[config.mk]
export PLATFORM = sky130hd
export DESIGN_NAME = slr_deframer
export DESIGN_NICKNAME = d
export VERILOG_FILES = /design/src/logic/slr_pkg.sv /design/src/logic/slr_deframer.sv
export VERILOG_INCLUDE_DIRS = /design/src /design/src/logic
export SDC_FILE = /design/constraint.sdc
export NUM_CORES = 1
export LEC_CHECK = 0
export ABC_AREA = 1
export BUFFER_PORTS_ARGS = -buffer_cell sky130_fd_sc_hd__buf_2
export CORE_ASPECT_RATIO = 0.7
export CORE_UTILIZATION = 45
export CTS_BUF_LIST = sky130_fd_sc_hd__clkbuf_4 sky130_fd_sc_hd__clkbuf_8
export CTS_CLUSTER_SIZE = 8
export DETAILED_ROUTE_END_ITERATION = 8
export GPL_ROUTABILITY_DRIVEN = 0
export GPL_TIMING_DRIVEN = 0
export MAX_ROUTING_LAYER = met4
export PLACE_DENSITY = 0.67
export RECOVER_POWER = 25
export SLEW_MARGIN = 20
export SYNTH_ARGS = -nofsm -noshare
export SYNTH_HDL_FRONTEND = slang
export SYNTH_SLANG_ARGS = --single-unit
[constraint.sdc]
create_clock -name pclk -period 2.7 [get_ports pclk]
set_input_delay 0.135 -clock pclk [delete_from_list [all_inputs] [get_ports pclk]]
set_output_delay 0.135 -clock pclk [all_outputs]
set_load 0.02 [all_outputs]
[src/logic/slr_defines.svh]
`ifndef SLR_DEFINES_SVH
`define SLR_DEFINES_SVH

`define SLR_OFF_CTRL        8'h00
`define SLR_OFF_STATUS      8'h04
`define SLR_OFF_DATA        8'h08
`define SLR_OFF_IRQ_STAT    8'h0C
`define SLR_OFF_IRQ_MASK    8'h10

`define SLR_CTRL_REFRAME    0
`define SLR_CTRL_INSEL      1
`define SLR_CTRL_BISTN      2
`define SLR_CTRL_MODE       3
`define SLR_CTRL_RESET      5'h06

`define SLR_STAT_DOUBLE     0
`define SLR_STAT_BIST_RUN   1
`define SLR_STAT_BIST_WAIT  2
`define SLR_STAT_STATUS_IN  3

`define SLR_IRQ_BYTE        0
`define SLR_IRQ_VIOL        1
`define SLR_IRQ_REFRAME     2
`define SLR_IRQ_DOUBLE      3
`define SLR_IRQ_LOOP        4
`define SLR_IRQ_W           5

`define SLR_BITS_PER_BYTE   4'hA
`define SLR_CLK_FALL_BIT    4'h4
`define SLR_DOUBLE_BYTES    2048
`define SLR_BIST_LAST       9'h1FE
`define SLR_BIST_SEED       9'h100
`define SLR_COMMA_NEG       10'h0FA
`define SLR_COMMA_POS       10'h305
`define SLR_NULL_BYTE       8'hBC

`endif

[src/logic/slr_pkg.sv]
package slr_pkg;

    typedef enum logic [1:0] {
        SLR_MODE_DECODE = 2'b00,
        SLR_MODE_BYPASS = 2'b01,
        SLR_MODE_TEST   = 2'b11
    } slr_mode_e;

    typedef enum logic [1:0] {
        SLR_BIST_OFF  = 2'b00,
        SLR_BIST_WAIT = 2'b01,
        SLR_BIST_RUN  = 2'b11
    } slr_bist_e;

    typedef struct packed {
        slr_mode_e mode;
        logic      self_test_enable_n;
        logic      input_sel;
        logic      reframe_enable;
    } slr_ctrl_s;

    typedef struct packed {
        logic       viol;
        logic       sc;
        logic [7:0] data;
    } slr_rx_word_s;

endpackage

[src/logic/slr_deframer.sv]
`timescale 1ns/1ns
`default_nettype none
`include "slr_defines.svh"

module slr_deframer
    import slr_pkg::*;
#(
    parameter int DOUBLE_BYTES = `SLR_DOUBLE_BYTES
) (
    input  wire logic        pclk,                 // APB and bit clock
    input  wire logic        presetn,              // Async reset, low
    input  wire logic [7:0]  paddr,                // APB byte address
    input  wire logic        psel,                 // APB select
    input  wire logic        penable,              // APB access phase
    input  wire logic        pwrite,               // APB write
    input  wire logic [31:0] pwdata,               // APB write data
    output logic      [31:0] prdata,               // APB read data
    output logic             pready,               // APB ready
    output logic             pslverr,              // APB error
    input  wire logic        serial_in_primary,    // Serial input A
    input  wire logic        serial_in_secondary,  // Serial input B
    input  wire logic        status_in,            // Status monitor input
    output logic             status_out,           // Status monitor copy
    output logic      [7:0]  rx_parallel_byte,     // Received byte
    output logic             special_char_flag,    // Control code flag
    output logic             code_violation_flag,  // Violation flag
    output logic             ready_n,              // Byte ready, low
    output logic             recovered_byte_clock, // Byte rate clock
    output logic             irq                   // Interrupt, high
);

    localparam int CW = $clog2(DOUBLE_BYTES + 1);

    if (DOUBLE_BYTES < 2 || DOUBLE_BYTES > 65535) begin
        $error("DOUBLE_BYTES out of range");
    end

    // Returns {valid, EDCBA} for a six-bit group abcdei.
    function automatic logic [5:0] dec6(input logic [5:0] s);
        logic [5:0] r;
        r = 6'h00;
        unique case (s)
            6'b100111, 6'b011000: r = {1'b1, 5'd0};
            6'b011101, 6'b100010: r = {1'b1, 5'd1};
            6'b101101, 6'b010010: r = {1'b1, 5'd2};
            6'b110001:            r = {1'b1, 5'd3};
            6'b110101, 6'b001010: r = {1'b1, 5'd4};
            6'b101001:            r = {1'b1, 5'd5};
            6'b011001:            r = {1'b1, 5'd6};
            6'b111000, 6'b000111: r = {1'b1, 5'd7};
            6'b111001, 6'b000110: r = {1'b1, 5'd8};
            6'b100101:            r = {1'b1, 5'd9};
            6'b010101:            r = {1'b1, 5'd10};
            6'b110100:            r = {1'b1, 5'd11};
            6'b001101:            r = {1'b1, 5'd12};
            6'b101100:            r = {1'b1, 5'd13};
            6'b011100:            r = {1'b1, 5'd14};
            6'b010111, 6'b101000: r = {1'b1, 5'd15};
            6'b011011, 6'b100100: r = {1'b1, 5'd16};
            6'b100011:            r = {1'b1, 5'd17};
            6'b010011:            r = {1'b1, 5'd18};
            6'b110010:            r = {1'b1, 5'd19};
            6'b001011:            r = {1'b1, 5'd20};
            6'b101010:            r = {1'b1, 5'd21};
            6'b011010:            r = {1'b1, 5'd22};
            6'b111010, 6'b000101: r = {1'b1, 5'd23};
            6'b110011, 6'b001100: r = {1'b1, 5'd24};
            6'b100110:            r = {1'b1, 5'd25};
            6'b010110:            r = {1'b1, 5'd26};
            6'b110110, 6'b001001: r = {1'b1, 5'd27};
            6'b001110:            r = {1'b1, 5'd28};
            6'b101110, 6'b010001: r = {1'b1, 5'd29};
            6'b011110, 6'b100001: r = {1'b1, 5'd30};
            6'b101011, 6'b010100: r = {1'b1, 5'd31};
            6'b001111, 6'b110000: r = {1'b1, 5'd28};
            default:              r = 6'h00;
        endcase
        return r;
    endfunction

    // Returns {valid, HGF} for a four-bit group fghj.
    function automatic logic [3:0] dec4(input logic [3:0] s);
        logic [3:0] r;
        r = 4'h0;
        unique case (s)
            4'b1011, 4'b0100:                   r = {1'b1, 3'd0};
            4'b1001:                            r = {1'b1, 3'd1};
            4'b0101:                            r = {1'b1, 3'd2};
            4'b1100, 4'b0011:                   r = {1'b1, 3'd3};
            4'b1101, 4'b0010:                   r = {1'b1, 3'd4};
            4'b1010:                            r = {1'b1, 3'd5};
            4'b0110:                            r = {1'b1, 3'd6};
            4'b1110, 4'b0001, 4'b0111, 4'b1000: r = {1'b1, 3'd7};
            default:                            r = 4'h0;
        endcase
        return r;
    endfunction

    slr_ctrl_s    ctrl;
    slr_bist_e    bist_state;
    slr_rx_word_s dec_word;
    slr_rx_word_s raw_word;
    slr_rx_word_s next_word;

    logic [9:0]          shifter;
    logic [9:0]          next_shift;
    logic [3:0]          bit_cnt;
    logic [3:0]          since_comma;
    logic [CW-1:0]       byte_cnt;
    logic                double_byte;
    logic                tck_q;
    logic                bit_en;
    logic                serial_bit;
    logic                comma_now;
    logic                reframe_hit;
    logic                byte_done;
    logic                is_null;
    logic [8:0]          lfsr;
    logic [8:0]          loop_pos;
    logic                bist_last;
    logic [5:0]          d6;
    logic [3:0]          d4;
    logic                k28;
    logic                kx7;
    logic [`SLR_IRQ_W-1:0] irq_stat;
    logic [`SLR_IRQ_W-1:0] irq_mask;
    logic [`SLR_IRQ_W-1:0] events;
    logic                apb_take;
    logic                apb_fire;
    logic                wr_fire;
    logic                dbl_enter;

    // In test mode the secondary input is a bit clock; its rising edge
    // clocks one bit, so the primary input carries the data.
    always_ff @(posedge pclk or negedge presetn) begin
        if (!presetn) begin
            tck_q <= 1'b0;
        end else begin
            tck_q <= serial_in_secondary;
        end
    end

    always_comb begin
        if (ctrl.mode == SLR_MODE_TEST) begin
            bit_en     = serial_in_secondary & ~tck_q;
            serial_bit = serial_in_primary;
        end else begin
            bit_en     = 1'b1;
            serial_bit = ctrl.input_sel ? serial_in_primary
                                        : serial_in_secondary;
        end
    end

    assign next_shift = {shifter[8:0], serial_bit};
    assign comma_now  = (next_shift == `SLR_COMMA_NEG) ||
                        (next_shift == `SLR_COMMA_POS);
    // Two commas exactly one byte apart are needed once framing is trusted.
    assign reframe_hit = ctrl.reframe_enable & comma_now &
                         (~double_byte | (since_comma == 4'h9));
    // With reframing off only the free-running counter closes a byte.
    assign byte_done = bit_en & ((bit_cnt == `SLR_BITS_PER_BYTE - 4'h1) |
                                 reframe_hit);

    always_ff @(posedge pclk or negedge presetn) begin
        if (!presetn) begin
            shifter     <= 10'h000;
            bit_cnt     <= 4'h0;
            since_comma <= 4'hF;
        end else if (bit_en) begin
            shifter     <= next_shift;
            bit_cnt     <= byte_done ? 4'h0 : bit_cnt + 4'h1;
            if (comma_now) begin
                since_comma <= 4'h0;
            end else if (since_comma != 4'hF) begin
                since_comma <= since_comma + 4'h1;
            end
        end
    end

    assign dbl_enter = byte_done & ctrl.reframe_enable & ~double_byte &
                       (byte_cnt == CW'(DOUBLE_BYTES - 1));

    always_ff @(posedge pclk or negedge presetn) begin
        if (!presetn) begin
            byte_cnt    <= '0;
            double_byte <= 1'b0;
        end else if (!ctrl.reframe_enable) begin
            byte_cnt    <= '0;
            double_byte <= 1'b0;
        end else if (byte_done && !double_byte) begin
            byte_cnt    <= byte_cnt + CW'(1);
            double_byte <= dbl_enter;
        end
    end

    // Running disparity is not tracked; only invalid groups count as errors.
    always_comb begin
        d6  = dec6(next_shift[9:4]);
        k28 = (next_shift[9:4] == 6'b001111) ||
              (next_shift[9:4] == 6'b110000);
        d4  = dec4((next_shift[9:4] == 6'b110000) ? ~next_shift[3:0]
                                                   : next_shift[3:0]);
        kx7 = ((next_shift[3:0] == 4'b0111) ||
               (next_shift[3:0] == 4'b1000)) &&
              ((d6[4:0] == 5'd23) || (d6[4:0] == 5'd27) ||
               (d6[4:0] == 5'd29) || (d6[4:0] == 5'd30));
        dec_word.data = {d4[2:0], d6[4:0]};
        dec_word.sc   = k28 | kx7;
        dec_word.viol = ~d6[5] | ~d4[3];
    end

    always_comb begin
        raw_word.sc   = next_shift[9];
        raw_word.viol = next_shift[0];
        for (int i = 0; i < 8; i++) begin
            raw_word.data[i] = next_shift[8-i];
        end
    end

    assign bist_last = (bist_state == SLR_BIST_RUN) &&
                       (loop_pos == `SLR_BIST_LAST);

    always_comb begin
        next_word = (ctrl.mode == SLR_MODE_BYPASS) ? raw_word : dec_word;
        is_null   = (ctrl.mode == SLR_MODE_BYPASS) ? comma_now :
                    (dec_word.sc && !dec_word.viol &&
                     dec_word.data == `SLR_NULL_BYTE);
        if (bist_state == SLR_BIST_RUN) begin
            next_word.viol = dec_word.sc ||
                             (dec_word.data != lfsr[7:0]);
        end
    end

    // Self-test: a nine-bit LFSR seeded so its first byte is D0.0.
    always_ff @(posedge pclk or negedge presetn) begin
        if (!presetn) begin
            bist_state <= SLR_BIST_OFF;
            lfsr       <= `SLR_BIST_SEED;
            loop_pos   <= 9'h000;
        end else if (ctrl.self_test_enable_n ||
                     ctrl.mode != SLR_MODE_DECODE) begin
            bist_state <= SLR_BIST_OFF;
        end else begin
            unique case (bist_state)
                SLR_BIST_OFF: begin
                    bist_state <= SLR_BIST_WAIT;
                end
                SLR_BIST_WAIT: begin
                    if (byte_done && !dec_word.sc && !dec_word.viol &&
                        dec_word.data == 8'h00) begin
                        bist_state <= SLR_BIST_RUN;
                        lfsr       <= 9'({`SLR_BIST_SEED,
                                          `SLR_BIST_SEED} >> 8);
                        loop_pos   <= 9'h001;
                    end
                end
                SLR_BIST_RUN: begin
                    if (byte_done) begin
                        lfsr     <= {lfsr[7:0], lfsr[8] ^ lfsr[4]};
                        loop_pos <= bist_last ? 9'h000 : loop_pos + 9'h001;
                    end
                end
            endcase
        end
    end

    always_ff @(posedge pclk or negedge presetn) begin
        if (!presetn) begin
            rx_parallel_byte     <= 8'h00;
            special_char_flag    <= 1'b0;
            code_violation_flag  <= 1'b0;
            ready_n              <= 1'b1;
            recovered_byte_clock <= 1'b0;
        end else if (byte_done && !recovered_byte_clock) begin
            rx_parallel_byte     <= next_word.data;
            special_char_flag    <= next_word.sc;
            code_violation_flag  <= next_word.viol;
            recovered_byte_clock <= 1'b1;
            if (bist_state == SLR_BIST_RUN) begin
                ready_n <= ~bist_last;
            end else begin
                ready_n <= is_null;
            end
        end else if (bit_en && (byte_done ||
                                bit_cnt == `SLR_CLK_FALL_BIT)) begin
            // Dropping a comma that lands while high gives each load its edge.
            recovered_byte_clock <= 1'b0;
            if (bist_state != SLR_BIST_RUN) begin
                ready_n <= 1'b1;
            end
        end
    end

    always_ff @(posedge pclk or negedge presetn) begin
        if (!presetn) begin
            status_out <= 1'b0;
        end else begin
            status_out <= status_in;
        end
    end

    always_comb begin
        events = '0;
        events[`SLR_IRQ_BYTE]    = byte_done & ~is_null;
        events[`SLR_IRQ_VIOL]    = byte_done & next_word.viol &
                                   (ctrl.mode != SLR_MODE_BYPASS);
        events[`SLR_IRQ_REFRAME] = reframe_hit &
                                   (bit_cnt != `SLR_BITS_PER_BYTE - 4'h1);
        events[`SLR_IRQ_DOUBLE]  = dbl_enter;
        events[`SLR_IRQ_LOOP]    = byte_done & bist_last;
    end

    // A one-wait-state slave: pready rises on the second access cycle.
    assign apb_take = psel & penable & ~pready;
    assign apb_fire = psel & penable & pready;
    assign wr_fire  = apb_fire & pwrite;

    always_ff @(posedge pclk or negedge presetn) begin
        if (!presetn) begin
            pready  <= 1'b0;
            pslverr <= 1'b0;
            prdata  <= 32'h0000_0000;
        end else begin
            pready  <= apb_take;
            pslverr <= 1'b0;
            if (apb_take) begin
                prdata <= 32'h0000_0000;
                unique case (paddr)
                    `SLR_OFF_CTRL:     prdata[4:0] <= ctrl;
                    `SLR_OFF_STATUS: begin
                        prdata[`SLR_STAT_DOUBLE]    <= double_byte;
                        prdata[`SLR_STAT_BIST_RUN]  <=
                            (bist_state == SLR_BIST_RUN);
                        prdata[`SLR_STAT_BIST_WAIT] <=
                            (bist_state == SLR_BIST_WAIT);
                        prdata[`SLR_STAT_STATUS_IN] <= status_out;
                    end
                    `SLR_OFF_DATA: begin
                        prdata[9:0] <= {code_violation_flag,
                                        special_char_flag,
                                        rx_parallel_byte};
                    end
                    `SLR_OFF_IRQ_STAT: prdata[`SLR_IRQ_W-1:0] <= irq_stat;
                    `SLR_OFF_IRQ_MASK: prdata[`SLR_IRQ_W-1:0] <= irq_mask;
                    default:           pslverr <= 1'b1;
                endcase
            end
        end
    end

    // The reserved mode code is refused so the decoder never sees it.
    always_ff @(posedge pclk or negedge presetn) begin
        if (!presetn) begin
            ctrl <= `SLR_CTRL_RESET;
        end else if (wr_fire && paddr == `SLR_OFF_CTRL) begin
            ctrl.reframe_enable     <= pwdata[`SLR_CTRL_REFRAME];
            ctrl.input_sel          <= pwdata[`SLR_CTRL_INSEL];
            ctrl.self_test_enable_n <= pwdata[`SLR_CTRL_BISTN];
            if (pwdata[`SLR_CTRL_MODE+1:`SLR_CTRL_MODE] != 2'b10) begin
                ctrl.mode <= slr_mode_e'(
                    pwdata[`SLR_CTRL_MODE+1:`SLR_CTRL_MODE]);
            end
        end
    end

    // An event in the cycle of its write-one-to-clear still sets the bit.
    always_ff @(posedge pclk or negedge presetn) begin
        if (!presetn) begin
            irq_stat <= '0;
            irq_mask <= '0;
            irq      <= 1'b0;
        end else begin
            if (wr_fire && paddr == `SLR_OFF_IRQ_STAT) begin
                irq_stat <= (irq_stat & ~pwdata[`SLR_IRQ_W-1:0]) | events;
            end else begin
                irq_stat <= irq_stat | events;
            end
            if (wr_fire && paddr == `SLR_OFF_IRQ_MASK) begin
                irq_mask <= pwdata[`SLR_IRQ_W-1:0];
            end
            irq <= |(irq_stat & irq_mask);
        end
    end

endmodule
`default_nettype wire

---- After elaboration in Yosys (flattened, before gate mapping) ----
Memory sizes are Yosys's and may differ from the RTL's.
Index checks and enable logic that the tools add are counted.
storage, ports and cells
  word-level logic and storage cells ...... 177
  memories ................................ 2
  output and inout bits ................... 48
  ROM bits ................................ 448
  flip-flop bits (word level) ............. 92
cells by class
  bitwise logic cells ..................... 35
  equality and inequality tests ........... 34
  reduce and logical (&&, ||, !) cells .... 42
  muxes and demuxes ....................... 35
  add/subtract/negate cells ............... 4
memories
  name             words  width  read ports  clocked after Yosys merged registers in  wr ports  RTL line            text
  (no name shown)  64     6      1           0                                        0         slr_deframer.sv:42  unique case (s)
  (no name shown)  16     4      1           0                                        0         slr_deframer.sv:85  unique case (s)
operators by type and width
  operator                                                           number
  9-bit two-way mux                                                  4
  9-bit case mux with 2 select lines                                 2
  12-bit two-way mux                                                 2
  5-bit == test, second input constant                               4
  4-bit case mux with 5 select lines                                 1
  1-bit AND                                                          16
  8-bit by 4-bit == test with 1-bit output, second input constant    2
  8-bit logical NOT                                                  2
  4-bit two-way mux                                                  4
  1-bit two-way mux                                                  15
  1-bit logical AND                                                  13
  12-bit by 1-bit adder with 12-bit output, second input constant    1
  12-bit by 11-bit == test with 1-bit output, second input constant  1
  4-bit == test, second input constant                               3
  5-bit AND                                                          2
  10-bit == test, second input constant                              1
  10-bit by 8-bit == test with 1-bit output, second input constant   1
  10-bit two-way mux                                                 1
  5-bit two-way mux                                                  2
  5-bit OR                                                           2
  2-bit nonzero test                                                 5
  5-bit OR reduction                                                 2
  9-bit by 1-bit adder with 9-bit output, second input constant      1
  9-bit == test, second input constant                               1
  other kinds (28)                                                   62

---- Longest topological paths before layout ----
An unclocked memory read counts as a cell.
  depth in word-level cells ............... 15
  mapped depth ............................ 20
  gate-level depth less buffers ........... 20

---- Worst setup path after synthesis ----
Ideal clock, no wire load.
  path kind ............................... flip-flop to flip-flop
  from .................................... reg shifter[3]
  to ...................................... reg loop_pos[0]
  cell stages (with the launch flop) ...... 20
  slack ................................... 0.343 ns
  arrival time ............................ 2.240 ns
  buffers on the path ..................... 1
  clock period less this slack ............ 2.357 ns
  required time ........................... 2.583 ns
  path through ............................ dfrtp_1 > inv_1 > ha_1 > inv_1 > nand2_1 > nand2_1 > nand2_1 > nand2_1 > nand2_1 > nand2_1 > nand2_1 > nand2_1 > nand2_1 > nor2_2 > nand3b_4 > nand2_4 > nand2_4 > buf_6 > o21ai_1 > inv_1
on the way
  longest elaborated chain between the ends .. 13
  elaborated cells on any way between the ends .. 34
  those cells by class .................... eq/ne: 10; mux: 1; bitwise: 8; reduce/logical: 13; memory: 2
ends and longest elaborated chain
  element                            RTL line             text
  start: declaration                 slr_deframer.sv:105  logic [9:0] shifter;
  start signal: assignment           slr_deframer.sv:170  shifter <= next_shift;
  memory 64 x 6 bit                  -
  5-bit == test                      slr_deframer.sv:205  ((d6[4:0] == 5'd23) || (d6[4:0] == 5'd27) ||
  1-bit logical OR (2 in a row)      slr_deframer.sv:205
  1-bit logical OR                   slr_deframer.sv:206  (d6[4:0] == 5'd29) || (d6[4:0] == 5'd30));
  1-bit logical AND                  slr_deframer.sv:204  (next_shift[3:0] == 4'b1000)) &&
  1-bit OR                           slr_deframer.sv:208  dec_word.sc = k28 | kx7;
  1-bit logical NOT                  slr_deframer.sv:249  if (byte_done && !dec_word.sc && !dec_word.viol &&
  1-bit logical AND (3 in a row)     slr_deframer.sv:249
  2-bit != test (no line)            -
  4-bit AND reduction (no line) (*)  -
  end signal: assignment             slr_deframer.sv:260  loop_pos <= bist_last ? 9'h000 : loop_pos + 9'h001;
  end: declaration                   slr_deframer.sv:119  logic [8:0] loop_pos;
Mark *: on every way between the ends. The rest lies on a longest branch, timed or not.
A chain may end at the register's enable or synchronous reset.

---- Final worst setup path ----
  from .................................... reg shifter[3]
  to ...................................... reg ready_n
on the way
  longest elaborated chain between the ends .. 12
  elaborated cells on any way between the ends .. 38
  those cells by class .................... eq/ne: 9; mux: 4; bitwise: 8; reduce/logical: 15; memory: 2
ends and longest elaborated chain
  element                        RTL line             text
  memory 64 x 6 bit              -
  5-bit == test                  slr_deframer.sv:205
  1-bit logical OR (2 in a row)  slr_deframer.sv:205
  1-bit logical OR               slr_deframer.sv:206
  1-bit logical AND              slr_deframer.sv:204
  1-bit OR                       slr_deframer.sv:208
  1-bit logical AND              slr_deframer.sv:226  (dec_word.sc && !dec_word.viol &&
  1-bit logical AND (no line)    -
  1-bit two-way mux              slr_deframer.sv:225  is_null = (ctrl.mode == SLR_MODE_BYPASS) ? comma_now :
  1-bit two-way mux              slr_deframer.sv:279  if (bist_state == SLR_BIST_RUN) begin
  1-bit two-way mux              slr_deframer.sv:274  end else if (byte_done && !recovered_byte_clock) begin
  end signal: assignment         slr_deframer.sv:280  ready_n <= ~bist_last;
  end signal: assignment         slr_deframer.sv:282  ready_n <= is_null;
  end: declaration               slr_deframer.sv:27   output logic ready_n,
Several ways; a longest one is shown, not always the timed one.

==> results.toml <==
[sta]
slew_headroom_pct = 17.4
tns_ps = 0
fin_skew_ps = 28.7
fin_crit_sh_pct = 95.1
hold_violations = 0
worst_pin_slew_ps = 1240
finalCriticalPeriod_ps = 2570
rsz0062_at_grt = "true"
slew_viol_final = 0
max_freq_mhz = 389
setup-violations-final = 0
whs_ps = 7.19

[routing]
routed_wirelength_um = 15600
via_per_inst = 5.03
drcViolationCount = 0
wl_per_cell_um = 14.0
vias = 5599
postRouteAntennaNets = 0
drt_iter0_drc = 540
firstDrtPassIters = 7

[global_routing]
grt_max_degree = 72
grt_pass1_wl_um = 25500
grt_usage_pct = 23.5
grt_pass1_vias = 4935
grt_remaining_overflow = 0
antenna_found_initial = 0

[worst_setup_path]
startpoint_type = "flop"
r2r_start = "shifter[3]"
critPathMaxStageDelay_ps = 410
cp.arrival_ps = 2880
path_common_cell = "nand2_1"
crit_path_end_kind = "flop"
worst-path-max-fanout = 8
crit_family = "simple AND/OR/NAND/NOR gates"
cp_slowest_cell = "dfrtp_2"
required_ps = 3010
worst-path-buf-inv = 5
critical_path.startpoint = "shifter[3]"
crit_path_cell_trace = "clkinvlp_4, buf_4, ha_4, inv_2, nor2_8, nand2_4, nand2_2, nand2_4, inv_2, nand3_1, nand2_2, buf_4, nor2_1, nand4_1, nor2_1, nand2_1, nand2_1, nand2_1, a21oi_1"
critical_path_class = "reg -> reg"

[die]
die_area_mm2 = 0.0144
pin_count = 96
start_util_pct = 46.8
fp.dieW_um = 143
core_mm2 = 0.0134
fp.dieH_um = 101
rows = 35

[clock_tree]
cts_tree = "built"
clock_latency_ps = 390
numCtsBuffers = 9
clock_sinks = 92
clk_pin_slew_ps = 110
root_buffer = "clkbuf_8"
cts_max_level = 3
clock_path_buffers = 2

[min_path]
min_path_type = "in -> reg"
hold_start = "pwdata[3]"

[synthesis]
synth_cells = 831
synth.avg_cell_area_um2 = 7.53
synthesis.area_mm2 = 0.00626
ys_ff_latch = 92
ys.flop_type = "dfrtp_1"
yosys_warnings = 0
yosysSeqAreaShare_pct = 37.0
synth_edf_count = 0
synthArstFlopShare_pct = 100
synth_cell_types = 55

[final_layout]
num-nets-final = 992
areaGrowthSynthToFinish_pct = 15.1
diodes = 0
layout_common_cells = "nand2_1 (223), inv_1 (84), dfrtp_1 (82), nand3_1 (67), o21ai_0 (61)"
layout_commonest_cell = "nand2_1"
drive_gt1_share_pct = 21.6

[outcome]
status = "finished clean"

[pwr]
p_leak_nw = 3.68
powerDensity_mw_per_mm2 = 535
ir_worst_vdd_uv = 250

[placement]
io_buffer_count = 46
dp_hpwl_um = 11800

[run]
drv_cap = 0
synth_stat cells, types with 6 or more instances:
library cell	number	share of area, %
clkbuf_1	6	0.36
o21ai_0	62	5.0
o21ai_1	7	0.56
nand2_1	231	14
buf_4	24	2.9
nand3_1	69	5.5
buf_6	7	1.3
nor2_1	51	3.1
nand4_1	12	1.2
dfstp_2	8	3.4
nand2_2	14	1.4
o22ai_1	10	1.0
a21oi_1	28	2.2
nand2_4	11	2.0
dfrtp_1	84	34
o21ai_2	10	1.4
nor3_1	12	0.96
xor2_1	10	1.4
ha_1	20	4.0
inv_1	86	5.2
layer usage:
metal	vias up	wire (µm)	GRT usage, %
met3	18	1300	5.65
met2	217	5710	29.3
li1	2857	-	-
met1	2507	8330	36.5
met4	0	235	5.87
met5	-	0	-
worst register-to-register path, cell delays in order, from the launching register on:
cell        delay, ps
dfrtp_2           410
clkinvlp_4        180
buf_4             190
ha_4              170
inv_2             100
nor2_8             60
nand2_4           110
nand2_2            80
nand2_4           130
inv_2              70
nand3_1           120
nand2_2            80
buf_4             140
nor2_1             90
nand4_1           100
nor2_1            120
nand2_1            60
nand2_1           100
nand2_1            60
a21oi_1           130
flip-flops by register name, indices dropped and copies added, names as in the netlist:
| name | count |
|---|---|
| irq_stat | 5 |
| loop_pos | 9 |
| double_byte | 1 |
| byte_cnt | 12 |
| bist_state | 2 |
| since_comma | 4 |
| irq | 1 |
| tck_q | 1 |
| irq_mask | 5 |
| bit_cnt | 4 |
| special_char_flag | 1 |
| code_violation_flag | 1 |
| shifter | 9 |
| ctrl | 5 |
| recovered_byte_clock | 1 |
| pslverr | 1 |
| ready_n | 1 |
| prdata | 10 |
| rx_parallel_byte | 8 |
| lfsr | 9 |
| status_out | 1 |
| pready | 1 |
cell families (layout without fill, tap and decap cells):
logic type	count (synthesis)	count (layout)	synth area share, %
flops	92	92	37.0
mux	1	1	0.160
other cells	1	22	0.0599
simple gates	431	431	33.1
compound gates	134	134	12.5
xor+xnor	11	11	1.54
fa+ha+maj	20	20	4.00
buf+inv	141	218	11.8
power breakdown:
part	switching, mW	internal, mW
Sequential	0.163	1.60
Clock	0.576	0.356
Combinational	0.737	0.421
Total	1.48	2.38
final timing paths:
| check | end | slack (ps) | cells after the start |
|---|---|---|---|
| worst min-delay path | ctrl[3] | 7 | 3 |
| worst max register to register | ready_n | 130 | 19 |
| worst max-delay path | ready_n | 130 | 19 |
| max in group asynchronous | shifter[3] | 400 | 3 |
| min in group asynchronous | shifter[7] | 530 | 2 |
| worst min register to register | byte_cnt[6] | 470 | 1 |
stage by stage:
step	utilization [%]	instance area, µm²	power, mW	setup slack [ps]	instances
floorplan	-	6340	2.56	343	852
global placement	50.9	6800	2.89	-150	1083
detailed placement	51.1	6830	2.91	-166	1084
CTS	53.1	7090	3.85	8.48	1107
global route	53.9	7200	4.10	-76.4	1114
finish	53.9	7200	3.85	133	1114
final cells by class:
class | count | area, µm²
inverter | 97 | 380
sequential | 92 | 2310
fill | 1287 | 6150
clock inverter | 7 | 66.3
clock buffer | 9 | 124
multi-input combinational | 619 | 3370
buffer | 44 | 363
tap | 185 | 231
timing repair buffer | 61 | 353
timing repair:
action,CTS,global route
endpoints found under the setup margin,40,41
hold endpoints to repair,91,0
gates resized for setup,3,23
pin swaps,1,4
setup buffers,2,7
hold buffers,5,0
(Power assumes the default switching activity.)
